--- src/logic/sbv_pkg.sv ---
/*
  Shared constants and types for the SIMD bit-operation and vector-branch unit.
  Assumes a 128-bit vector register and a 64-bit program counter in the host core.
*/
package sbv_pkg;
  localparam int VEC_W   = 128;
  localparam int GP_W    = 64;
  localparam int OFF_W   = 16;
  localparam int IMM_W   = 8;
  localparam int BIDX_W  = 6;
  localparam int LANE_W  = 64;
  localparam int NLANE   = VEC_W / LANE_W;
  // Bit index widths per element format
  localparam int IDX_B   = 3;
  localparam int IDX_H   = 4;
  localparam int IDX_W   = 5;
  localparam int IDX_D   = 6;
  // Word offset to byte offset shift
  localparam int OFF_SH  = 2;

  typedef enum logic [1:0] {
    SBV_FMT_B = 2'h0,
    SBV_FMT_H = 2'h1,
    SBV_FMT_W = 2'h2,
    SBV_FMT_D = 2'h3
  } sbv_fmt_t;

  typedef enum logic [2:0] {
    SBV_OP_FLIP_VAR = 3'h0,
    SBV_OP_FLIP_IMM = 3'h1,
    SBV_OP_SET_VAR  = 3'h2,
    SBV_OP_SEL_VEC  = 3'h3,
    SBV_OP_SEL_IMM  = 3'h4,
    SBV_OP_BR_ALL   = 3'h5,
    SBV_OP_BR_ANY   = 3'h6,
    SBV_OP_NONE     = 3'h7
  } sbv_op_t;

  typedef enum logic [1:0] {
    SBV_ST_IDLE  = 2'h1,
    SBV_ST_REDIR = 2'h2
  } sbv_state_t;
endpackage

--- src/logic/sbv_unit.sv ---
/*
  SIMD bit flip/set, bitwise select and vector branch execution unit.
  Assumes the pipeline issues one op per valid pulse with operands read from
  the register file, and never places a branch in a vector branch delay slot.
*/
`timescale 1ns/1ps
// Contract
// - Variable flip inverts one bit per element, index from select lane.
// - Immediate flip inverts one bit per element, index from immediate.
// - Variable set forces one bit per element to one.
// - Element format picks byte, half, word or double lanes.
// - Flip and set never raise value-dependent exceptions.
// - Per-format branch taken only when every element is nonzero.
// - Any-bit branch taken when any vector bit is one.
// - One delay slot; signed 16-bit word offset from delay slot.
// - Byte offset is sign-extended word offset times four, added in the branch cycle.
// - Vector select: destination bit picks first source or second source.
// - Immediate select: destination bit picks source or byte immediate.
// - Select ops ignore element format.
// - Reserved exception if absent, disabled exception if unit off.
module sbv_unit
  import sbv_pkg::*;
(
  input  wire logic             clk,
  input  wire logic             reset,
  input  wire logic             op_valid,
  input  wire logic [2:0]       op_code,
  input  wire logic [1:0]       element_format,
  input  wire logic [VEC_W-1:0] first_source_vector,
  input  wire logic [VEC_W-1:0] select_vector,
  input  wire logic [VEC_W-1:0] dest_vector,
  input  wire logic [IMM_W-1:0] byte_immediate,
  input  wire logic [OFF_W-1:0] branch_word_offset,
  input  wire logic [GP_W-1:0]  delay_slot_pc,
  input  wire logic             unit_present,
  input  wire logic             unit_enabled,
  output logic      [VEC_W-1:0] result_ff,
  output logic                  result_valid_ff,
  output logic                  branch_taken_ff,
  output logic                  pc_load_ff,
  output logic      [GP_W-1:0]  pc_target_ff,
  output logic                  exc_reserved_ff,
  output logic                  exc_disabled_ff
);
  logic [VEC_W-1:0] flip_set_res;
  logic [VEC_W-1:0] nxt_result;
  logic             br_cond;
  logic [GP_W-1:0]  br_byte_off;
  logic [GP_W-1:0]  br_target_ff;
  sbv_state_t       state_ff;
  sbv_state_t       nxt_state;

  ////////////////////////////////////////////////////////////////////////////
  // Decode
  wire is_flip_var = op_code == SBV_OP_FLIP_VAR;
  wire is_flip_imm = op_code == SBV_OP_FLIP_IMM;
  wire is_set_var  = op_code == SBV_OP_SET_VAR;
  wire is_sel_vec  = op_code == SBV_OP_SEL_VEC;
  wire is_sel_imm  = op_code == SBV_OP_SEL_IMM;
  wire is_br_all   = op_code == SBV_OP_BR_ALL;
  wire is_br_any   = op_code == SBV_OP_BR_ANY;
  wire is_data_op  = is_flip_var | is_flip_imm | is_set_var | is_sel_vec | is_sel_imm;
  wire is_branch   = is_br_all | is_br_any;
  wire is_known    = is_data_op | is_branch;

  // Exceptions checked ahead of execution; none depends on data
  wire exc_rsv = op_valid & is_known & ~unit_present;
  wire exc_dis = op_valid & is_known & unit_present & ~unit_enabled;
  wire go      = op_valid & is_known & unit_present & unit_enabled;

  ////////////////////////////////////////////////////////////////////////////
  // Flip/set lanes
  genvar g;
  generate
    for (g = 0; g < NLANE; g++) begin : g_lane
      sbv_lane u_lane (
        .src     (first_source_vector[LANE_W*g +: LANE_W]),
        .sel     (select_vector[LANE_W*g +: LANE_W]),
        .imm_idx (byte_immediate[BIDX_W-1:0]),
        .use_imm (is_flip_imm),
        .do_set  (is_set_var),
        .fmt     (element_format),
        .res     (flip_set_res[LANE_W*g +: LANE_W])
      );
    end
  endgenerate

  ////////////////////////////////////////////////////////////////////////////
  // Bitwise select, format ignored
  wire [VEC_W-1:0] imm_rep  = {(VEC_W/IMM_W){byte_immediate}};
  wire [VEC_W-1:0] sel_vec  = (first_source_vector & ~dest_vector)
                            | (select_vector & dest_vector);
  wire [VEC_W-1:0] sel_imm  = (first_source_vector & ~dest_vector)
                            | (imm_rep & dest_vector);
  // Combinational from pre-instruction operands only
  assign nxt_result = is_sel_vec ? sel_vec :
                      is_sel_imm ? sel_imm : flip_set_res;

  ////////////////////////////////////////////////////////////////////////////
  // Branch
  sbv_branch u_branch (
    .vec      (select_vector),
    .fmt      (element_format),
    .any_mode (is_br_any),
    .word_off (branch_word_offset),
    .cond     (br_cond),
    .byte_off (br_byte_off)
  );

  wire take = go & is_branch & br_cond;
  // Target relative to delay-slot address
  wire [GP_W-1:0] br_target = delay_slot_pc + br_byte_off;

  always_comb begin
    nxt_state = state_ff;
    unique case (state_ff)
      SBV_ST_IDLE:  if (take) nxt_state = SBV_ST_REDIR;
      SBV_ST_REDIR: nxt_state = SBV_ST_IDLE;
      default:      nxt_state = SBV_ST_IDLE;
    endcase
  end

  always_ff @(posedge clk or posedge reset) begin
    if (reset) begin
      state_ff        <= SBV_ST_IDLE;
      result_ff       <= '0;
      result_valid_ff <= 1'b0;
      branch_taken_ff <= 1'b0;
      br_target_ff    <= '0;
      exc_reserved_ff <= 1'b0;
      exc_disabled_ff <= 1'b0;
    end else begin
      state_ff        <= nxt_state;
      result_valid_ff <= go & is_data_op;
      if (go & is_data_op) result_ff <= nxt_result;
      branch_taken_ff <= take;
      if (take) br_target_ff <= br_target;
      exc_reserved_ff <= exc_rsv;
      exc_disabled_ff <= exc_dis;
    end
  end

  // PC update two cycles after the branch, letting the delay slot run
  always_ff @(posedge clk or posedge reset) begin
    if (reset) begin
      pc_load_ff   <= 1'b0;
      pc_target_ff <= '0;
    end else begin
      pc_load_ff   <= state_ff == SBV_ST_REDIR;
      pc_target_ff <= br_target_ff;
    end
  end
endmodule

--- src/logic/sbv_lane.sv ---
/*
  One 64-bit lane of the bit flip/set datapath, split per element format.
  Assumes operands are stable in the cycle the top samples the result.
*/
`timescale 1ns/1ps
module sbv_lane
  import sbv_pkg::*;
(
  input  wire logic [LANE_W-1:0] src,
  input  wire logic [LANE_W-1:0] sel,
  input  wire logic [BIDX_W-1:0] imm_idx,
  input  wire logic              use_imm,
  input  wire logic              do_set,
  input  wire logic [1:0]        fmt,
  output logic      [LANE_W-1:0] res
);
  logic [LANE_W-1:0] mask_b;
  logic [LANE_W-1:0] mask_h;
  logic [LANE_W-1:0] mask_w;
  logic [LANE_W-1:0] mask_d;
  logic [LANE_W-1:0] mask;

  ////////////////////////////////////////////////////////////////////////////
  // One-hot masks per element; only low index bits are used
  genvar g;
  generate
    for (g = 0; g < 8; g++) begin : g_b
      wire [IDX_B-1:0] ib = use_imm ? imm_idx[IDX_B-1:0] : sel[8*g +: IDX_B];
      assign mask_b[8*g +: 8] = 8'h01 << ib;
    end
    for (g = 0; g < 4; g++) begin : g_h
      wire [IDX_H-1:0] ih = use_imm ? imm_idx[IDX_H-1:0] : sel[16*g +: IDX_H];
      assign mask_h[16*g +: 16] = 16'h0001 << ih;
    end
    for (g = 0; g < 2; g++) begin : g_w
      wire [IDX_W-1:0] iw = use_imm ? imm_idx[IDX_W-1:0] : sel[32*g +: IDX_W];
      assign mask_w[32*g +: 32] = 32'h0000_0001 << iw;
    end
  endgenerate
  wire [IDX_D-1:0] id_sel = use_imm ? imm_idx : sel[IDX_D-1:0];
  assign mask_d = 64'h0000_0000_0000_0001 << id_sel;

  assign mask = (fmt == SBV_FMT_B) ? mask_b :
                (fmt == SBV_FMT_H) ? mask_h :
                (fmt == SBV_FMT_W) ? mask_w : mask_d;

  assign res = do_set ? (src | mask) : (src ^ mask);
endmodule

--- src/logic/sbv_branch.sv ---
/*
  Branch condition and byte offset for the vector branches.
  Assumes the tested vector is the current register value.
*/
`timescale 1ns/1ps
module sbv_branch
  import sbv_pkg::*;
(
  input  wire logic [VEC_W-1:0] vec,
  input  wire logic [1:0]       fmt,
  input  wire logic             any_mode,
  input  wire logic [OFF_W-1:0] word_off,
  output logic                  cond,
  output logic      [GP_W-1:0]  byte_off
);
  logic [15:0] nz_b;
  logic [7:0]  nz_h;
  logic [3:0]  nz_w;
  logic [1:0]  nz_d;
  logic        all_nz;

  genvar g;
  generate
    for (g = 0; g < 16; g++) begin : g_b
      assign nz_b[g] = |vec[8*g +: 8];
    end
    for (g = 0; g < 8; g++) begin : g_h
      assign nz_h[g] = |vec[16*g +: 16];
    end
    for (g = 0; g < 4; g++) begin : g_w
      assign nz_w[g] = |vec[32*g +: 32];
    end
    for (g = 0; g < 2; g++) begin : g_d
      assign nz_d[g] = |vec[64*g +: 64];
    end
  endgenerate

  assign all_nz = (fmt == SBV_FMT_B) ? &nz_b :
                  (fmt == SBV_FMT_H) ? &nz_h :
                  (fmt == SBV_FMT_W) ? &nz_w : &nz_d;
  assign cond = any_mode ? (|vec) : all_nz;
  // Sign-extended word offset scaled to bytes
  assign byte_off = {{(GP_W-OFF_W-OFF_SH){word_off[OFF_W-1]}}, word_off, 2'h0};
endmodule

--- config.mk ---
export PLATFORM = sky130hd
export DESIGN_NAME = sbv_unit
export DESIGN_NICKNAME = d
export VERILOG_FILES = /design/src/logic/sbv_pkg.sv /design/src/logic/sbv_unit.sv /design/src/logic/sbv_lane.sv /design/src/logic/sbv_branch.sv
export SDC_FILE = /design/constraint.sdc
export NUM_CORES = 1
export LEC_CHECK = 0
export ABC_AREA = 1
export BUFFER_PORTS_ARGS = -buffer_cell sky130_fd_sc_hd__buf_2
export CAP_MARGIN = 10
export CORE_AREA = 2 2 266 268
export DETAILED_ROUTE_END_ITERATION = 8
export DIE_AREA = 0 0 268 270
export GPL_ROUTABILITY_DRIVEN = 0
export PLACE_DENSITY = 0.59
export SLEW_MARGIN = 20
export SYNTH_ARGS = -nofsm -noshare
export SYNTH_HDL_FRONTEND = slang
export SYNTH_SLANG_ARGS = --single-unit
--- constraint.sdc ---
create_clock -name clk -period 11.09 [get_ports clk]
set_clock_uncertainty 0.05 [all_clocks]
set_input_delay 0.5545 -clock clk [delete_from_list [all_inputs] [get_ports clk]]
set_output_delay 0.5545 -clock clk [all_outputs]
set_load 0.005 [all_outputs]
==> summary.md, run 1 <==
| Metric | Value |
|---|---|
| Distinct cell type count after synthesis | 52 |
| Clock Latency Late Sink | 0.58 ns |
| Area Overhead vs Synth | 19.4% |
| H-tree lvl count | 2 |
| Worst Tran Pin Value | 1.11 ns |
| Setup Buffers After CTS | 0 |
| Avg WL per Cell | 19.9 um |
| Leak Pwr | 17.1 nW |
| Largest family of logic cells by synthesized area | simple AND/OR/NAND/NOR gates |
| RSZ-0062 raised after global routing | false |
| Final Max Tran Viols | 0 |
| Area contributors post-synth | dfrtp_1 24%, nand2_1 19%, o21ai_0 9.0%, ha_1 8.8%, inv_1 7.5% |
| Worst setup margin | 6.47 ns |
| FILL cells | 7601 |
| Simple-Gate Fraction of Synth Area | 32.5% |
| Die Ht | 270 um |
| Crit path max-delay cell type | nor2_2 |
| Met3 Use GR | 6.79% |
| Fin. Hold Viols | 4 |
| Post-route setup TNS | 0 ns |
| Post-route cell area | 32200 um2 |
| Worst-path clk slew | 0.06 ns |
| PwrDens | 123 nW/um2 |
| First-pass GRT wire length | 177 mm |
| Cts bufs inserted | 37 |
| R2R depth | 3 |
| Max Cap Violations | 0 |
| Req. time, crit path | 11.46 ns |
| Top Ports | 679 |
| Met2 Use GR | 53.8% |
| CP cell instances | buf_2 -> buf_4 -> inv_1 -> nor2_2 -> inv_1 -> nand2_1 -> inv_2 -> o21ai_2 -> nand3b_1 -> ha_1 -> nand2_1 -> o21ai_0 -> o21ai_0 -> a31oi_1 |
| Global-route usage over all layers | 32.1% |
| Vias in the first global route | 29400 |
| Share of layout cells above drive strength 1 | 16.0% |
| Most numerous cell in the Yosys netlist | nand2_1 |
| Post-Synth Adder-Cell Area | 8.84% |
| Root Buffer | clkbuf_16 |
| Hold slack | -0.0206 ns |
| Number of vias per cell | 5.33 |
| Detail Route Antenna Nets | 0 |
| Initial Util | 38.8% |
| Period minus WS final | 4.62 ns |
| DP Area | 31000 um2 |
| Final setup vio count | 0 |
| GRT busiest layer | met2 |
| Antenna violations before repair | 25 |
| CTS tree | done |
| Detailed placement HPWL | 94.6 mm |
| CP Max Fanout | 63 |
| Ys async rst share | 100% |
| Failing checks | DRC, hold timing |
| CTS Sinks | 263 |
| CORE AREA | 69500 um2 |
| Die W | 268 um |
| Area of the multi-input gates | 17500 um2 |
| # resized after CTS | 0 |
| Die area | 72400 um2 |
| # nets final | 5769 |
| Routed Wire Length | 121 mm |
| DP Worst Slack | 6.03 ns |
| Status | finished, violations left |
| Total number of vias | 32400 |
| Hold Buf Count CTS | 0 |
| Critical Path End Type | register |
| Yosys top cell area share | 24.3% |
| Synth Area in Compound Gates | 22.4% |
| Final std cells w/o fill | 6079 |
| CTS Buffer Depth | 3 |
| R2r endpoint | state_ff[0] |
| Crit path launch type | primary input |
| R2R Setup Slk | 10.21 ns |
| Commonest cells in the netlist | 1355 x nand2_1, 541 x inv_1, 531 x nor2_1 |
| Peak supply drop | 0.000119 V |
| Fmax | 216 MHz |
| Area leader, netlist | dfrtp_1 |
| Register area | 6580 um2 |
| Placed instance count | 5998 |
| Post-route DRC | 1 |
| CP max stage delay | 0.78 ns |
| Average cell area after synthesis | 5.93 um2 |
| Ys Warns | 0 |
| RR Startpoint | state_ff[0] |
| Worst Hold Class | in -> async |
| Ys flop type | dfrtp_1 |
| Met1 GRT Util | 38.6% |
| Drt pass-1 iters | 9 |
| Mapped Nets | 5222 |
| Total gr overflow | 0 |
| Cell Rows | 97 |
| Number of synthesized flops with an enable pin | 0 |
| Mux share of post-synthesis cell area | 0% |
| Part of the cycle the worst path needs | 41.7% |
| CP Class | in -> reg |
| Port-buffer cells | 678 |
| WP data arrival | 5.00 ns |
| DR iter-0 viols | 3026 |
| Syn Std Cell Area | 27000 um2 |
| Rel. slew slack | 25.7% |
| Util after Layout | 46.3% |
| FF+latch count, synth | 263 |
| Sequential cell area fraction in the yosys report | 24.4% |
| Pin count of the biggest net entering global routing | 111 |
| Syn Inst Count | 4550 |
| XOR/XNOR Fraction of Synth Area | 0.942% |
routing by layer:
metal  routed length [um]  part of all wire [%]
met1                47800                    39
met2                56600                    47
met3                 9930                   8.2
met4                 6620                   5.5
met5                   80                 0.066
where the power goes:
part	switching, mW	internal [mW]
Combinational	0.884	0.529
Sequential	0.137	1.22
Clock	0.515	0.681
worst max-delay path: cells and delay by family:
family	cells	cell delay [ns]
AOI/OAI and AO/OA	4	0.91
adders and majority gates	1	0.34
buffers and inverters	5	1.50
and+or+nand+nor	4	1.61
per-stage QoR:
step | hold slack (ns) | power, mW
after floorplan | 0.304 | 2.13
after global placement | 0.307 | 2.76
after detailed placement | 0.308 | 2.77
after CTS | 0.00223 | 3.99
after global routing | 0.0144 | 4.23
final | -0.0206 | 3.97
layout make-up:
class,count,share of cell area (%)
antenna,17,0.132
clock buffer,50,3.31
clock inverter,14,0.369
inverter,563,6.59
multi-input combinational,3527,54.3
sequential,263,20.4
tap,940,3.65
timing repair buffer,705,11.2
cell usage in the layout, fill, tap and decap left out, types with 21 or more instances in the layout:
master,count
nand2_1,1353
buf_2,678
inv_1,540
nor2_1,528
o21ai_0,484
a21oi_1,348
dfrtp_1,262
nand3_1,201
ha_1,189
a31oi_1,131
nor3_1,50
clkbuf_16,38
o21ai_1,31
xor2_1,28
buf_4,27
o211ai_1,22
inv_2,21
state kept, by name, summed over array words and instances (netlist names):
register	count
br_target_ff	64
branch_taken_ff	1
exc_disabled_ff	1
exc_reserved_ff	1
pc_load_ff	1
pc_target_ff	64
result_ff	128
result_valid_ff	1
state_ff	2
worst max path at each step:
stage	depth (start not counted)	end	from	slack, ns
after floorplan	1	br_target_ff[0]	reset	3.25
after global placement	12	result_ff[12]	op_code[2]	6.17
after detailed placement	13	br_target_ff[60]	element_format[1]	6.03
after CTS	13	br_target_ff[54]	element_format[1]	6.65
after global routing	14	result_ff[70]	element_format[1]	6.09
final	14	result_ff[70]	element_format[1]	6.47
cell families after synthesis:
family | count (synthesis)
AO/OA/AOI/OAI | 1107
XOR/XNOR | 29
adder cells (fa/ha/maj) | 190
buffers and inverters | 760
flip-flops | 263
AND/OR/NAND/NOR | 2201
(Power assumes the default switching activity.)
==> run 2, diff against run 1 <==
Clock period 11.09 ns to 4.8 ns, I/O delays scaled along.
==> run 2 against run 1 <==
  * Sequential power up 130%
  * The flow now finishes without violations
  * Register-to-register slack worse by 6.3 ns
  * Sequential share of layout area down 1.2 points
  * Total power up 140%
  * Worst setup slack worse by 5.2 ns
  * First-iteration DRC count down 11%
  * Die area unchanged
  * Via count up 3.2%
  * Core utilization up 3.0 points
  * Critical path type unchanged
  * Combinational power up 140%
  * Count of clock-buffer cells in the layout down 3
==> summary.md, run 2 (same netlist as run 1, synthesis figures left out) <==
| Metric | Value |
|---|---|
| Seq pwr share | 33.3% |
| Met2 Use GR | 55.1% |
| Critical Path End Type | register |
| Biggest register | result_ff |
| Area Overhead vs Synth | 27.2% |
| Detailed placement HPWL | 95.0 mm |
| Drt pass-1 iters | 7 |
| CP Class | in -> reg |
| Clock Latency Late Sink | 0.58 ns |
| CP top delay family | simple AND/OR/NAND/NOR gates |
| Crit path max-delay cell type | nor3_1 |
| Final setup vio count | 0 |
| DR iter-0 viols | 2707 |
| PwrDens | 274 nW/um2 |
| DP Area | 31100 um2 |
| Avg WL per Cell | 19.6 um |
| Critical path's most frequent cell | nand2_1 |
| DP Worst Slack | 0.826 ns |
| Met1 GRT Util | 38.9% |
| Register area | 6580 um2 |
| Rel. slew slack | 24.8% |
| Worst-path clk slew | 0.06 ns |
| Fin. Hold Viols | 0 |
| Leak Pwr | 18.0 nW |
| Die area | 72400 um2 |
| Worst setup margin | 1.26 ns |
| Util after Layout | 49.3% |
| Worst path buffer plus inverter count | 5 |
| Die W | 268 um |
| Pin count of the biggest net entering global routing | 257 |
| Area of the multi-input gates | 17500 um2 |
| Clock share of power | 30.0% |
| Fmax | 282 MHz |
| Number of vias per cell | 5.32 |
| Peak supply drop | 0.000261 V |
| Worst Hold Class | in -> reg |
| Period minus WS final | 3.54 ns |
| Comb power frac | 36.7% |
| CTS Buffer Depth | 3 |
| CORE AREA | 69500 um2 |
| Vias in the first global route | 30500 |
| Switching Share | 38.6% |
| Setup Buffers After CTS | 0 |
| Switch Pwr | 3.63 mW |
| Post-route cell area | 34300 um2 |
| Detail Route Antenna Nets | 0 |
| Final Max Tran Viols | 0 |
| Req. time, crit path | 5.16 ns |
| Cell Int Power | 5.78 mW |
| WP data arrival | 3.90 ns |
| Most frequent cells in the layout | 1353 x nand2_1, 678 x buf_2, 540 x inv_1, 528 x nor2_1, 483 x o21ai_0 |
| Global-route usage over all layers | 32.8% |
| Total gr overflow | 0 |
| CP Max Fanout | 21 |
| RSZ-0062 raised after global routing | false |
| Post-route DRC | 0 |
| First-pass GRT wire length | 182 mm |
| Cell Rows | 97 |
| Met3 Use GR | 6.54% |
| Status | finished clean |
| Leading registers by flop count | result_ff (128), br_target_ff (64), pc_target_ff (64) |
| Max Cap Violations | 0 |
| Total number of vias | 33400 |
| CP max stage delay | 0.57 ns |
| Cts bufs inserted | 36 |
| Top Ports | 679 |
| Crit path launch type | primary input |
| Routed Wire Length | 123 mm |
| Port-buffer cells | 678 |
| Antenna violations before repair | 21 |
| Post-route setup TNS | 0 ns |
| Worst Tran Pin Value | 1.13 ns |
| Share of layout cells above drive strength 1 | 15.6% |
| Initial Util | 38.8% |
| H-tree lvl count | 2 |
| CTS Sinks | 263 |
| FILL cells | 7471 |
| GRT busiest layer | met2 |
| Commonest non-fill, non-tap cell in the layout | nand2_1 |
| # resized after CTS | 0 |
| Die Ht | 270 um |
| # nets final | 5969 |
| CP cell instances | buf_2 -> inv_2 -> nand3_2 -> buf_4 -> nor2_2 -> inv_2 -> nand2_1 -> inv_1 -> nand2_1 -> nor3_1 -> nand2_1 -> o21ai_1 -> nand3_1 -> ha_1 -> nand2_1 -> o21ai_0 -> o21ai_0 -> a31oi_1 |
| Number of flip-flops in the largest register | 128 |
| Part of the cycle the worst path needs | 73.8% |
| Hold slack | 0.0265 ns |
| CTS tree | done |
| Root Buffer | clkbuf_16 |
## run 2: cell count changes in the layout (fill, tap and decap cells not counted), sizes merged
cell	previous run	this run
clkinvlp	3	4
diode	17	14
dlygate4sd3	0	191
bufinv	0	2
clkinv	8	10
clkbuf	50	47
buf	705	715
## run 2: routing by layer
layer  vias up  share of wire [%]  wire [um]
met2      1516                 47      57500
met3       348                7.9       9790
met5         -              0.081        100
met1     15100                 39      48400
li1      16500                  -          -
met4        16                6.1       7580
## run 2: final timing paths
| check | endpoint | startpoint | cells past startpoint | slack [ns] |
|---|---|---|---|---|
| hold / removal | result_ff[92] | select_vector[92] | 5 | 0.03 |
| setup reg to reg | state_ff[0] | state_ff[0] | 3 | 3.93 |
| min in group asynchronous | result_ff[6] | reset | 4 | 0.34 |
| max in group asynchronous | result_ff[88] | reset | 4 | 3.67 |
| hold reg to reg | pc_target_ff[12] | br_target_ff[12] | 0 | 0.32 |
| setup / recovery | result_ff[125] | op_code[2] | 18 | 1.26 |
## run 2: tightest hold or removal path, cell delays in order
cell,delay [ns]
buf_2,0.11
nand2_1,0.04
o21ai_0,0.07
nand2_1,0.06
a31oi_1,0.08
## run 2: power by group through the flow
stage	Clock (mW)	Combinational (mW)	Sequential (mW)
6_report	2.83	3.45	3.13
2_1_floorplan	0	1.77	3.15
5_1_grt	2.97	3.84	3.20
3_3_place_gp	0	3.23	3.16
3_5_place_dp	0	3.25	3.17
4_1_cts	2.90	3.42	3.13
## run 2: final cells by class
cell class	count	area share (%)
repair buffers	906	16.5
flip-flops and latches	263	19.2
diodes	14	0.102
well taps	940	3.43
multi-input cells	3527	51.0
inverters	563	6.17
clock buffers	47	2.89
clock inverters	19	0.697
## run 2: repair_timing
action | in CTS | in global routing
hold buffers | 191 | 0
endpoints found under the hold margin | 392 | 0
endpoints found under the setup margin | 0 | 0
## run 2: through the flow
stage               total power [mW]  std cells
global route                    10.0       6273
finish                          9.41       6279
CTS                             9.45       6265
global placement                6.40       6008
floorplan                       4.92       4550
detailed placement              6.42       6008
